### src/ebbpr_pkg.sv
package ebbpr_pkg;

	// ----------------------------------------------------------------
	// sizes
	// ----------------------------------------------------------------
	localparam int PORT_WIDTH = 8;
	localparam int ADDR_WIDTH = 20;
	localparam int DATA_WIDTH = 32;
	localparam int STRB_WIDTH = 4;

	// ----------------------------------------------------------------
	// register indices and byte addresses (byte address = index * 4)
	// ----------------------------------------------------------------
	localparam logic [15:0] IDX_PIN_DATA = 16'hF230;
	localparam logic [15:0] IDX_PIN_DIRECTION = 16'hF231;
	localparam logic [15:0] IDX_DRIVE_CONFIG_LOW = 16'hF232;
	localparam logic [15:0] IDX_DRIVE_CONFIG_HIGH = 16'hF233;
	localparam logic [ADDR_WIDTH-1:0] ADDR_PIN_DATA = {2'h0, IDX_PIN_DATA, 2'h0};
	localparam logic [ADDR_WIDTH-1:0] ADDR_PIN_DIRECTION = {2'h0, IDX_PIN_DIRECTION, 2'h0};
	localparam logic [ADDR_WIDTH-1:0] ADDR_DRIVE_CONFIG_LOW = {2'h0, IDX_DRIVE_CONFIG_LOW, 2'h0};
	localparam logic [ADDR_WIDTH-1:0] ADDR_DRIVE_CONFIG_HIGH = {2'h0, IDX_DRIVE_CONFIG_HIGH, 2'h0};

	// ----------------------------------------------------------------
	// reset values and byte-lane patterns
	// ----------------------------------------------------------------
	localparam logic [PORT_WIDTH-1:0] RESET_PORT_REG = 8'h00;
	localparam logic [DATA_WIDTH-1:0] RESET_RDATA = 32'h0000_0000;
	localparam logic [STRB_WIDTH-1:0] STRB_BYTE = 4'h1;
	localparam logic [STRB_WIDTH-1:0] STRB_HALF = 4'h3;
	localparam int HIGH_LANE = 1;

	// ----------------------------------------------------------------
	// drive codes, {config_high, config_low} of one pin
	// ----------------------------------------------------------------
	typedef enum logic [1:0] {
		OUT_HIGH_Z = 2'b00,
		OUT_PCH_OPEN_DRAIN = 2'b01,
		OUT_NCH_OPEN_DRAIN = 2'b10,
		OUT_CMOS = 2'b11
	} ebbpr_out_mode_t;

	typedef enum logic [1:0] {
		IN_HIGH_Z = 2'b00,
		IN_PULL_DOWN = 2'b01,
		IN_PULL_UP = 2'b10,
		IN_HIGH_Z_ALT = 2'b11
	} ebbpr_in_mode_t;

	typedef enum logic [2:0] {
		SEL_NONE = 3'b000,
		SEL_PIN_DATA = 3'b001,
		SEL_PIN_DIRECTION = 3'b010,
		SEL_DRIVE_CONFIG_LOW = 3'b011,
		SEL_DRIVE_CONFIG_HIGH = 3'b100
	} ebbpr_sel_t;

	typedef enum logic {
		ST_IDLE = 1'b0,
		ST_ACCESS = 1'b1
	} ebbpr_state_t;

	// ----------------------------------------------------------------
	// carriers
	// ----------------------------------------------------------------
	typedef struct packed {
		logic [PORT_WIDTH-1:0] port_pin_data;
		logic [PORT_WIDTH-1:0] port_pin_direction;
		logic [PORT_WIDTH-1:0] port_drive_config_low;
		logic [PORT_WIDTH-1:0] port_drive_config_high;
	} ebbpr_regs_t;

	typedef struct packed {
		logic [PORT_WIDTH-1:0] out;
		logic [PORT_WIDTH-1:0] oe_n;
		logic [PORT_WIDTH-1:0] pull_up_en;
		logic [PORT_WIDTH-1:0] pull_down_en;
	} ebbpr_pad_t;

endpackage : ebbpr_pkg

### src/ebbpr_pad_ctrl.sv
`timescale 1ns/10ps
module ebbpr_pad_ctrl (
	input wire logic pclk,
	input wire logic presetn,
	input ebbpr_pkg::ebbpr_regs_t regs,
	output ebbpr_pkg::ebbpr_pad_t pad_ctrl
);

	// ----------------------------------------------------------------
	// per-pin decode
	// ----------------------------------------------------------------
	ebbpr_pkg::ebbpr_pad_t next_pad_ctrl;

	always_comb begin
		logic [1:0] code;
		code = 2'b00;
		next_pad_ctrl = '0;
		for (int i = 0; i < ebbpr_pkg::PORT_WIDTH; i++) begin
			code = {regs.port_drive_config_high[i], regs.port_drive_config_low[i]};
			next_pad_ctrl.oe_n[i] = 1'b1;
			next_pad_ctrl.out[i] = 1'b0;
			next_pad_ctrl.pull_up_en[i] = 1'b0;
			next_pad_ctrl.pull_down_en[i] = 1'b0;
			if (!regs.port_pin_direction[i]) begin
				unique case (ebbpr_pkg::ebbpr_out_mode_t'(code))
					ebbpr_pkg::OUT_HIGH_Z: begin
						next_pad_ctrl.oe_n[i] = 1'b1;
					end
					ebbpr_pkg::OUT_PCH_OPEN_DRAIN: begin
						next_pad_ctrl.out[i] = 1'b1;
						next_pad_ctrl.oe_n[i] = ~regs.port_pin_data[i];
					end
					ebbpr_pkg::OUT_NCH_OPEN_DRAIN: begin
						next_pad_ctrl.out[i] = 1'b0;
						next_pad_ctrl.oe_n[i] = regs.port_pin_data[i];
					end
					ebbpr_pkg::OUT_CMOS: begin
						next_pad_ctrl.out[i] = regs.port_pin_data[i];
						next_pad_ctrl.oe_n[i] = 1'b0;
					end
				endcase
			end else begin
				unique case (ebbpr_pkg::ebbpr_in_mode_t'(code))
					ebbpr_pkg::IN_PULL_DOWN: next_pad_ctrl.pull_down_en[i] = 1'b1;
					ebbpr_pkg::IN_PULL_UP: next_pad_ctrl.pull_up_en[i] = 1'b1;
					ebbpr_pkg::IN_HIGH_Z, ebbpr_pkg::IN_HIGH_Z_ALT: begin
						next_pad_ctrl.pull_up_en[i] = 1'b0;
					end
				endcase
			end
		end
	end

	// ----------------------------------------------------------------
	// registered pad controls: reset leaves every driver off
	// ----------------------------------------------------------------
	always_ff @(posedge pclk or negedge presetn) begin
		if (!presetn) begin
			pad_ctrl.out <= '0;
			pad_ctrl.oe_n <= '1;
			pad_ctrl.pull_up_en <= '0;
			pad_ctrl.pull_down_en <= '0;
		end else begin
			pad_ctrl <= next_pad_ctrl;
		end
	end

endmodule : ebbpr_pad_ctrl

### src/ebbpr_port.sv
`timescale 1ns/10ps
// Notes on behaviour
// output pins drive the stored data bit.
// data reads give the written value for output pins.
// data reads give the sampled pin level for input pins.
// bit n is pin n; 0 is low, 1 is high.
// direction 0 is output, 1 is input; resets to output.
// data, direction, config low, config high at consecutive indices.
// config low takes byte or halfword; others byte only.
// all four registers reset to zero: high-z outputs, data low.
// output codes 00 off, 01 p-open-drain, 10 n-open-drain, 11 cmos.
// input codes 00 plain, 01 pull-down, 10 pull-up, 11 plain.
// config code meaning follows the pin's current direction.
// every control bit acts on its own pin only.
// software puts analog-used pins in high-z output mode first.
// halfword at config low: low byte to low, high byte to high.
// open drain drives only active level; high-z output drives nothing.
module ebbpr_port (
	input wire logic pclk,
	input wire logic presetn,
	input wire logic psel,
	input wire logic penable,
	input wire logic pwrite,
	input wire logic [ebbpr_pkg::ADDR_WIDTH-1:0] paddr,
	input wire logic [ebbpr_pkg::DATA_WIDTH-1:0] pwdata,
	input wire logic [ebbpr_pkg::STRB_WIDTH-1:0] pstrb,
	output logic [ebbpr_pkg::DATA_WIDTH-1:0] prdata,
	output logic pready,
	output logic pslverr,
	input wire logic [ebbpr_pkg::PORT_WIDTH-1:0] pad_in,
	output ebbpr_pkg::ebbpr_pad_t pad_ctrl
);

	// ----------------------------------------------------------------
	// helpers
	// ----------------------------------------------------------------
	function automatic ebbpr_pkg::ebbpr_sel_t decode_sel(
		input logic [ebbpr_pkg::ADDR_WIDTH-1:0] addr
	);
		ebbpr_pkg::ebbpr_sel_t sel;
		sel = ebbpr_pkg::SEL_NONE;
		if (addr == ebbpr_pkg::ADDR_PIN_DATA) begin
			sel = ebbpr_pkg::SEL_PIN_DATA;
		end else if (addr == ebbpr_pkg::ADDR_PIN_DIRECTION) begin
			sel = ebbpr_pkg::SEL_PIN_DIRECTION;
		end else if (addr == ebbpr_pkg::ADDR_DRIVE_CONFIG_LOW) begin
			sel = ebbpr_pkg::SEL_DRIVE_CONFIG_LOW;
		end else if (addr == ebbpr_pkg::ADDR_DRIVE_CONFIG_HIGH) begin
			sel = ebbpr_pkg::SEL_DRIVE_CONFIG_HIGH;
		end
		return sel;
	endfunction : decode_sel

	// only config low accepts the halfword; every other write must be lane 0 alone
	function automatic logic lanes_ok(
		input ebbpr_pkg::ebbpr_sel_t sel,
		input logic [ebbpr_pkg::STRB_WIDTH-1:0] strb
	);
		logic ok;
		ok = (strb == ebbpr_pkg::STRB_BYTE);
		if (sel == ebbpr_pkg::SEL_DRIVE_CONFIG_LOW && strb == ebbpr_pkg::STRB_HALF) begin
			ok = 1'b1;
		end
		return ok;
	endfunction : lanes_ok

	// ----------------------------------------------------------------
	// pin input synchroniser
	// ----------------------------------------------------------------
	logic [ebbpr_pkg::PORT_WIDTH-1:0] pad_meta;
	logic [ebbpr_pkg::PORT_WIDTH-1:0] pad_sync;

	always_ff @(posedge pclk or negedge presetn) begin
		if (!presetn) begin
			pad_meta <= '0;
		end else begin
			pad_meta <= pad_in;
		end
	end

	always_ff @(posedge pclk or negedge presetn) begin
		if (!presetn) begin
			pad_sync <= '0;
		end else begin
			pad_sync <= pad_meta;
		end
	end

	// ----------------------------------------------------------------
	// apb phase tracking
	// ----------------------------------------------------------------
	ebbpr_pkg::ebbpr_state_t state;
	ebbpr_pkg::ebbpr_state_t next_state;
	ebbpr_pkg::ebbpr_sel_t acc_sel;
	ebbpr_pkg::ebbpr_sel_t next_sel;
	logic setup_phase;
	logic wr_fire;
	logic next_err;
	logic [ebbpr_pkg::DATA_WIDTH-1:0] next_rdata;
	ebbpr_pkg::ebbpr_regs_t regs;

	assign setup_phase = (state == ebbpr_pkg::ST_IDLE) && psel && !penable;
	assign next_sel = decode_sel(paddr);
	// the answer is always taken in the first access cycle, so the write lands there
	assign wr_fire = (state == ebbpr_pkg::ST_ACCESS) && psel && penable && pwrite && !pslverr;

	always_comb begin
		next_state = state;
		unique case (state)
			ebbpr_pkg::ST_IDLE: begin
				if (setup_phase) begin
					next_state = ebbpr_pkg::ST_ACCESS;
				end
			end
			ebbpr_pkg::ST_ACCESS: begin
				next_state = ebbpr_pkg::ST_IDLE;
			end
		endcase
	end

	always_ff @(posedge pclk or negedge presetn) begin
		if (!presetn) begin
			state <= ebbpr_pkg::ST_IDLE;
		end else begin
			state <= next_state;
		end
	end

	always_ff @(posedge pclk or negedge presetn) begin
		if (!presetn) begin
			acc_sel <= ebbpr_pkg::SEL_NONE;
		end else if (setup_phase) begin
			acc_sel <= next_sel;
		end
	end

	// ----------------------------------------------------------------
	// answer: ready, error and read data, all registered in setup
	// ----------------------------------------------------------------
	always_comb begin
		next_err = 1'b0;
		if (next_sel == ebbpr_pkg::SEL_NONE) begin
			next_err = 1'b1;
		end else if (pwrite && !lanes_ok(next_sel, pstrb)) begin
			next_err = 1'b1;
		end
	end

	always_comb begin
		next_rdata = ebbpr_pkg::RESET_RDATA;
		if (!pwrite) begin
			unique case (next_sel)
				ebbpr_pkg::SEL_PIN_DATA: begin
					// input pins show the pad, output pins the stored byte
					next_rdata[ebbpr_pkg::PORT_WIDTH-1:0] =
						(regs.port_pin_direction & pad_sync) |
						(~regs.port_pin_direction & regs.port_pin_data);
				end
				ebbpr_pkg::SEL_PIN_DIRECTION: begin
					next_rdata[ebbpr_pkg::PORT_WIDTH-1:0] = regs.port_pin_direction;
				end
				ebbpr_pkg::SEL_DRIVE_CONFIG_LOW: begin
					// halfword view; a byte reader keeps only the low lane
					next_rdata[2*ebbpr_pkg::PORT_WIDTH-1:0] =
						{regs.port_drive_config_high, regs.port_drive_config_low};
				end
				ebbpr_pkg::SEL_DRIVE_CONFIG_HIGH: begin
					next_rdata[ebbpr_pkg::PORT_WIDTH-1:0] = regs.port_drive_config_high;
				end
				ebbpr_pkg::SEL_NONE: begin
					next_rdata = ebbpr_pkg::RESET_RDATA;
				end
				default: begin
					next_rdata = ebbpr_pkg::RESET_RDATA;
				end
			endcase
		end
	end

	always_ff @(posedge pclk or negedge presetn) begin
		if (!presetn) begin
			pready <= 1'b0;
		end else begin
			pready <= setup_phase;
		end
	end

	always_ff @(posedge pclk or negedge presetn) begin
		if (!presetn) begin
			pslverr <= 1'b0;
		end else if (setup_phase) begin
			pslverr <= next_err;
		end else begin
			pslverr <= 1'b0;
		end
	end

	always_ff @(posedge pclk or negedge presetn) begin
		if (!presetn) begin
			prdata <= ebbpr_pkg::RESET_RDATA;
		end else if (setup_phase) begin
			prdata <= next_rdata;
		end else begin
			prdata <= ebbpr_pkg::RESET_RDATA;
		end
	end

	// ----------------------------------------------------------------
	// port registers
	// ----------------------------------------------------------------
	// data is kept while a pin is an input, so it appears once the pin turns output
	always_ff @(posedge pclk or negedge presetn) begin
		if (!presetn) begin
			regs.port_pin_data <= ebbpr_pkg::RESET_PORT_REG;
		end else if (wr_fire && acc_sel == ebbpr_pkg::SEL_PIN_DATA) begin
			regs.port_pin_data <= pwdata[ebbpr_pkg::PORT_WIDTH-1:0];
		end
	end

	always_ff @(posedge pclk or negedge presetn) begin
		if (!presetn) begin
			regs.port_pin_direction <= ebbpr_pkg::RESET_PORT_REG;
		end else if (wr_fire && acc_sel == ebbpr_pkg::SEL_PIN_DIRECTION) begin
			regs.port_pin_direction <= pwdata[ebbpr_pkg::PORT_WIDTH-1:0];
		end
	end

	always_ff @(posedge pclk or negedge presetn) begin
		if (!presetn) begin
			regs.port_drive_config_low <= ebbpr_pkg::RESET_PORT_REG;
		end else if (wr_fire && acc_sel == ebbpr_pkg::SEL_DRIVE_CONFIG_LOW) begin
			regs.port_drive_config_low <= pwdata[ebbpr_pkg::PORT_WIDTH-1:0];
		end
	end

	always_ff @(posedge pclk or negedge presetn) begin
		if (!presetn) begin
			regs.port_drive_config_high <= ebbpr_pkg::RESET_PORT_REG;
		end else if (wr_fire && acc_sel == ebbpr_pkg::SEL_DRIVE_CONFIG_HIGH) begin
			regs.port_drive_config_high <= pwdata[ebbpr_pkg::PORT_WIDTH-1:0];
		end else if (wr_fire && acc_sel == ebbpr_pkg::SEL_DRIVE_CONFIG_LOW &&
			pstrb[ebbpr_pkg::HIGH_LANE]) begin
			regs.port_drive_config_high <= pwdata[2*ebbpr_pkg::PORT_WIDTH-1:ebbpr_pkg::PORT_WIDTH];
		end
	end

	// ----------------------------------------------------------------
	// pad drive decode; analog use relies on software picking high-z output
	// ----------------------------------------------------------------
	ebbpr_pad_ctrl u_pad_ctrl (
		.pclk(pclk),
		.presetn(presetn),
		.regs(regs),
		.pad_ctrl(pad_ctrl)
	);

endmodule : ebbpr_port

### config.mk
export PLATFORM = sky130hd
export DESIGN_NAME = ebbpr_port
export DESIGN_NICKNAME = d
export VERILOG_FILES = /design/src/ebbpr_pkg.sv /design/src/ebbpr_pad_ctrl.sv /design/src/ebbpr_port.sv
export SDC_FILE = /design/constraint.sdc
export NUM_CORES = 1
export LEC_CHECK = 0
export ABC_AREA = 1
export BUFFER_PORTS_ARGS = -buffer_cell sky130_fd_sc_hd__clkbuf_2
export CAP_MARGIN = 10
export CORE_MARGIN = 5
export CORE_UTILIZATION = 47
export CTS_BUF_LIST = sky130_fd_sc_hd__clkbuf_4
export DETAILED_ROUTE_END_ITERATION = 8
export PLACE_DENSITY = 0.75
export SLEW_MARGIN = 20
export SYNTH_ARGS = -nofsm -noshare
export SYNTH_HDL_FRONTEND = slang
export SYNTH_SLANG_ARGS = --single-unit
export TNS_END_PERCENT = 50
### constraint.sdc
create_clock -name pclk -period 1.7 [get_ports pclk]
set_clock_uncertainty 0.2 [all_clocks]
set_input_delay 0.34 -clock pclk [delete_from_list [all_inputs] [get_ports pclk]]
set_output_delay 0.34 -clock pclk [all_outputs]
set_load 0.01 [all_outputs]
# --- Word-level counts from Yosys, hierarchy flattened ---
# Cells that the tools add are included.
totals:
  ff_bits: 118
  input_bits: 69
op_classes:
  n_eq_ne: 38
  n_reduce_logical: 26
  muxes: 81
  n_bitwise: 13
ops:
  columns: ["operator", "count"]
  rows:
  - ["20-bit by 18-bit == test with 1-bit output (second input constant)", 4]
  - ["1-bit two-way mux", 54]
  - ["2-bit == test (second input constant)", 16]
  - ["32-bit two-way mux", 1]
  - ["1-bit one-hot mux with 4 select lines", 8]
  - ["8-bit one-hot mux with 4 select lines", 1]
  - ["8-bit two-way mux", 3]
  - ["1-bit one-hot mux with 2 select lines", 9]
  - ["8-bit AND", 2]
  - ["2-bit by 1-bit == test with 1-bit output (second input constant)", 8]
  - ["2-bit zero test", 8]
  - ["16-bit two-way mux", 1]
  - ["1-bit logical AND", 13]
  - ["3-bit by 2-bit == test with 1-bit output (second input constant)", 4]
  - ["3-bit two-way mux", 4]
  - ["1-bit inverter", 9]
  - ["8-bit inverter", 1]
  - ["8-bit bitwise OR", 1]
  - ["3-bit by 1-bit == test with 1-bit output (second input constant)", 2]
  - ["3-bit == test (second input constant)", 2]
  - ["4-bit by 1-bit == test with 1-bit output (second input constant)", 1]
  - ["4-bit by 2-bit == test with 1-bit output (second input constant)", 1]
  - ["1-bit zero test", 3]
  - ["3-bit zero test", 1]
  - ["2-bit nonzero test", 1]

# --- Longest topological paths before layout ---
depth:
  depth_word: 14
  mapped_depth: 10

# --- Modules after synthesis ---
# Synthesis repeated with hierarchy kept, for this count alone.
unflattened:
  hier_cells: 520
  area_unflattened_um2: 4509.3
by_module_without_submodules:
  columns: ["module", "instances", "seq_area_each_um2", "cells_each", "area_each_um2"]
  rows:
  - ["ebbpr_port", 1, 1751.7, 384, 3288.2]
  - ["ebbpr_pad_ctrl", 1, 810.8, 136, 1221.2]

# --- Worst setup path before layout ---
# No wires, ideal clock.
synth_path:
  path_kind: "flip-flop to flip-flop"
  from: "reg pslverr"
  to: "reg, netlist name regs[5]"
  period_less_slack_ps: 1664
  stages_incl_launch_ff: 8
  path_slack_ps: 36
  t_arrival_ps: 1337
  path_cell_list: "dfrtp_1 nor3_4 nand4_4 clkbuf_1 nand2_1 o21ai_0 nand2_1 o21ai_0"
synth_between:
  elab_chain_len: 5
synth_rtl:
  columns: ["item", "line_no", "text"]
  rows:
  - ["start, declared", "ebbpr_port.sv:29", "output logic pslverr,"]
  - ["start signal, assigned", "ebbpr_port.sv:192", "pslverr <= next_err;"]
  - ["1-bit zero test (*)", "ebbpr_port.sv:105", "assign wr_fire = (state == ebbpr_pkg::ST_ACCESS) && psel && penable && pwrite && !pslverr;"]
  - ["1-bit logical AND (*)", "ebbpr_port.sv:105", null]
  - ["1-bit logical AND (2 in a row)", "ebbpr_port.sv:241", "end else if (wr_fire && acc_sel == ebbpr_pkg::SEL_DRIVE_CONFIG_LOW &&"]
  - ["2-bit nonzero test (no source line)", null, null]
# Mark *: on every way between the ends. The rest lies on a longest branch, timed or not.
# A chain may end at the register's enable or synchronous reset.

# --- Worst setup path after layout ---
layout_path:
  from: "reg pslverr"
  to: "reg, netlist name regs[31]"
layout_between:
  elab_chain_len: 3
layout_rtl:
  columns: ["item", "line_no", "text"]
  rows:
  - ["1-bit zero test", "ebbpr_port.sv:105", null]
  - ["1-bit logical AND", "ebbpr_port.sv:105", null]
  - ["1-bit logical AND", "ebbpr_port.sv:215", "end else if (wr_fire && acc_sel == ebbpr_pkg::SEL_PIN_DATA) begin"]
# No other way between the ends.

==> metrics.txt <==
share of cells above drive strength 1 between 30% and 40%; H-Tree Depth 3; worst hold path type in2reg; crit-path cells nor3_4 > buf_6 > buf_6 > nand4_1 > buf_4 > nand2_1 > o21ai_0; routed len/inst around 15 um; P_leak ~2.8 nW; most used cell along the critical path buf_6; Crit path max-delay family buffers and inverters; minimum clock period ~1.7 ns; top cells by area, synth dfrtp_1, inv_1, o21ai_0, nand2_1, dfstp_2; worst-skew pair later-pin latency approximately 0.44 ns; Slew Limit Fails 0; Final WS setup roughly 0.045 ns; Power Total around 0.0044 W; clk buf depth 2; Hold Crit Start pwdata[7]; status complete, no violations; area of the die roughly 11000 um2; post-synth top area cell dfrtp_1; vias in the first global route approximately 3.6k; Clock Sinks slightly above 100; initial core utilization between 40% and 50%; Max-Cap Viols 0; CP Launch Type flip-flop; PortBufs around 100; # diodes 0; pre-CTS setup slack -0.127 ns; Overflow after GRT 0; drt first-iter violations approximately 200; Yosys warnings 0; routability congestion estimate 0.856; post-route ant nets 0; post-synthesis cell type count 23; Worst setup EP type flip-flop; Final Hold Viols 0; number of buffers created by CTS 9; Req. time, crit path 1.82 ns; TritonCTS clock tree built; Power Density approximately 800 nW/um2; Post-Syn Area per Cell between 9 and 10 um2; die width between 100 and 150 um; worst reg2reg path depth 7; Max VDD drop between 500 and 600 uV; post-synth top area share between 50 and 60%; Clock Root Buffer clkbuf_4; synthesized instance count 444; Buffers & Inverters on Critical Path 3; largest net degree at the start of global routing 64; Period Utilization, post-route 97.3%; RSZ-0062 raised after global routing yes; first-pass GRT wire length around 17 mm; Post-synth top cells dfrtp_1, inv_1, nand2_1; core area approximately 8700 um2; worst r2r src pslverr; top-count cell post-synth dfrtp_1; Finished Cell Area 5540 um2; Worst Hold End regs[15]; Post-synth ARST share 100%; # DRC 0; Yosys reg bits between 100 and 150; Post-synth EDFFs 0; IO Count roughly 140; DR vias roughly 3.7k; DP Wirelength 7.64 mm; P&R area growth vs syn 31.2%; WP data arrival ~1.8 ns; worst hold slack 0.0158 ns; critical-path maximum fanout 6; FF-to-FF End regs[31]; initial antenna violation count 0; post-layout util a little under two thirds; final setup violating endpoints 0; filler instances between 600 and 700; TritonRoute pass-1 iters 5; gr usage total between 10% and 20%; Total Nets Final 666; Placed Area about 5000 um2; Fmax between 0.6 and 0.7 GHz; CP Class reg2reg; Worst R2R Setup Slack about 0.045 ns; final WL about 11 mm; crit-path max cell delay around 0.43 ns; vias per inst between 5 and 6; ys flop type dfrtp_1; sequential area share after synthesis between 60% and 70%; Std-Cell Rows 34; Cell Area, Synth between 4000 and 5000 um2; Hold Path Stages 3; die span in y 105 um; CP max-delay cell dfrtp_1; Clock transition at path regs 0.15 ns
==> stage by stage <==
| stage | TNS (ns) | cells |
|---|---|---|
| after floorplan | 0 | 459 |
| after global placement | -1.14 | 671 |
| after detailed placement | -2.59 | 671 |
| after CTS | -0.371 | 710 |
| after global routing | -0.154 | 710 |
| final | 0 | 710 |
==> area by class of cell <==
type	instances	area [um2]	share of cell area (%)
clock buffer	9	67.6	1.22
clock inverter	7	113	2.03
tap	108	135	2.44
sequential	102	2560	46.3
timing repair buffer	156	1040	18.7
multi-input combinational	267	1390	25.2
inverter	61	229	4.13
==> power by group <==
part           switching [W]  leakage (nW)  total [W]  internal [W]
logic               0.000229          1.37   0.000389      0.000160
clock network       0.000769        0.0957    0.00151      0.000737
registers          0.0000355          1.32    0.00254       0.00250
==> placed cells by master, fill, tap and decap left out, types with 2 or more instances in the layout <==
cell type / netlist / routed
a21oi_1: 5 / 5
a22oi_1: 4 / 4
buf_12: 0 / 3
buf_4: 17 / 25
buf_6: 0 / 8
bufinv_16: 0 / 3
clkbuf_2: 0 / 101
clkbuf_4: 0 / 9
clkinv_2: 0 / 3
conb_1: 1 / 16
dfrtp_1: 94 / 94
dfstp_2: 8 / 8
dlygate4sd3_1: 0 / 18
inv_1: 60 / 58
inv_2: 0 / 2
nand2_1: 57 / 46
nand2_2: 0 / 11
nand3_1: 16 / 15
nand4_1: 28 / 28
nand4_4: 2 / 2
nor2_1: 43 / 40
nor2_2: 2 / 3
nor2_4: 0 / 2
nor3_1: 40 / 39
nor3_4: 1 / 2
o2111ai_1: 4 / 4
o21ai_0: 45 / 23
o21ai_1: 2 / 18
o21ai_2: 0 / 6
==> worst max-delay path by stage <==
stage          startpoint    endpoint  slack (ns)  cells after the start
6_report          pslverr    regs[31]        0.05                      7
5_1_grt           pslverr    regs[31]       -0.03                      7
3_3_place_gp    paddr[10]  prdata[10]       -0.09                      9
3_5_place_dp      penable     regs[0]       -0.13                      9
4_1_cts             state  prdata[11]       -0.05                      5
2_1_floorplan     pslverr     regs[5]        0.04                      7
==> flip-flops by register name, indices dropped and copies added (netlist names) <==
register / flops
regs: 32
pad_sync: 8
state: 1
u_pad_ctrl.pad_ctrl: 32
pslverr: 1
acc_sel: 3
pready: 1
pad_meta: 8
prdata: 16
==> repair_timing <==
| item | CTS | global route |
|---|---|---|
| hold buffers | 18 | 0 |
| setup buffers | 4 | 2 |
| hold endpoints to repair | 121 | 0 |
| cloned | 1 | 0 |
| pin swaps | 6 | 3 |
| endpoints found under the setup margin | 19 | 44 |
| gates resized for setup | 27 | 32 |
==> logic make-up (layout without fill, tap and decap cells) <==
| group | after synthesis | in the layout | synth area share (%) |
|---|---|---|---|
| and+or+nand+nor | 190 | 190 | 21.5 |
| DFF | 102 | 102 | 60.7 |
| buffers and inverters | 90 | 233 | 9.60 |
| AOI/OAI and AO/OA | 61 | 61 | 8.09 |
| other | 1 | 16 | 0.0888 |
==> routing by layer <==
layer / track usage, % / share of wire (%) / vias to the layer above
met4: 7.12 / 2.5 / 0
met3: 4.07 / 7.5 / 22
met5: 0 / 0 / -
li1: - / - / 1738
met1: 25.0 / 39 / 1753
met2: 32.2 / 51 / 161
==> worst register-to-register path: stages (launching register included) <==
cell,delay [ns]
dfrtp_1,0.43
nor3_4,0.24
buf_6,0.14
buf_6,0.09
nand4_1,0.12
buf_4,0.20
nand2_1,0.05
o21ai_0,0.08
(Power assumes the default switching activity.)
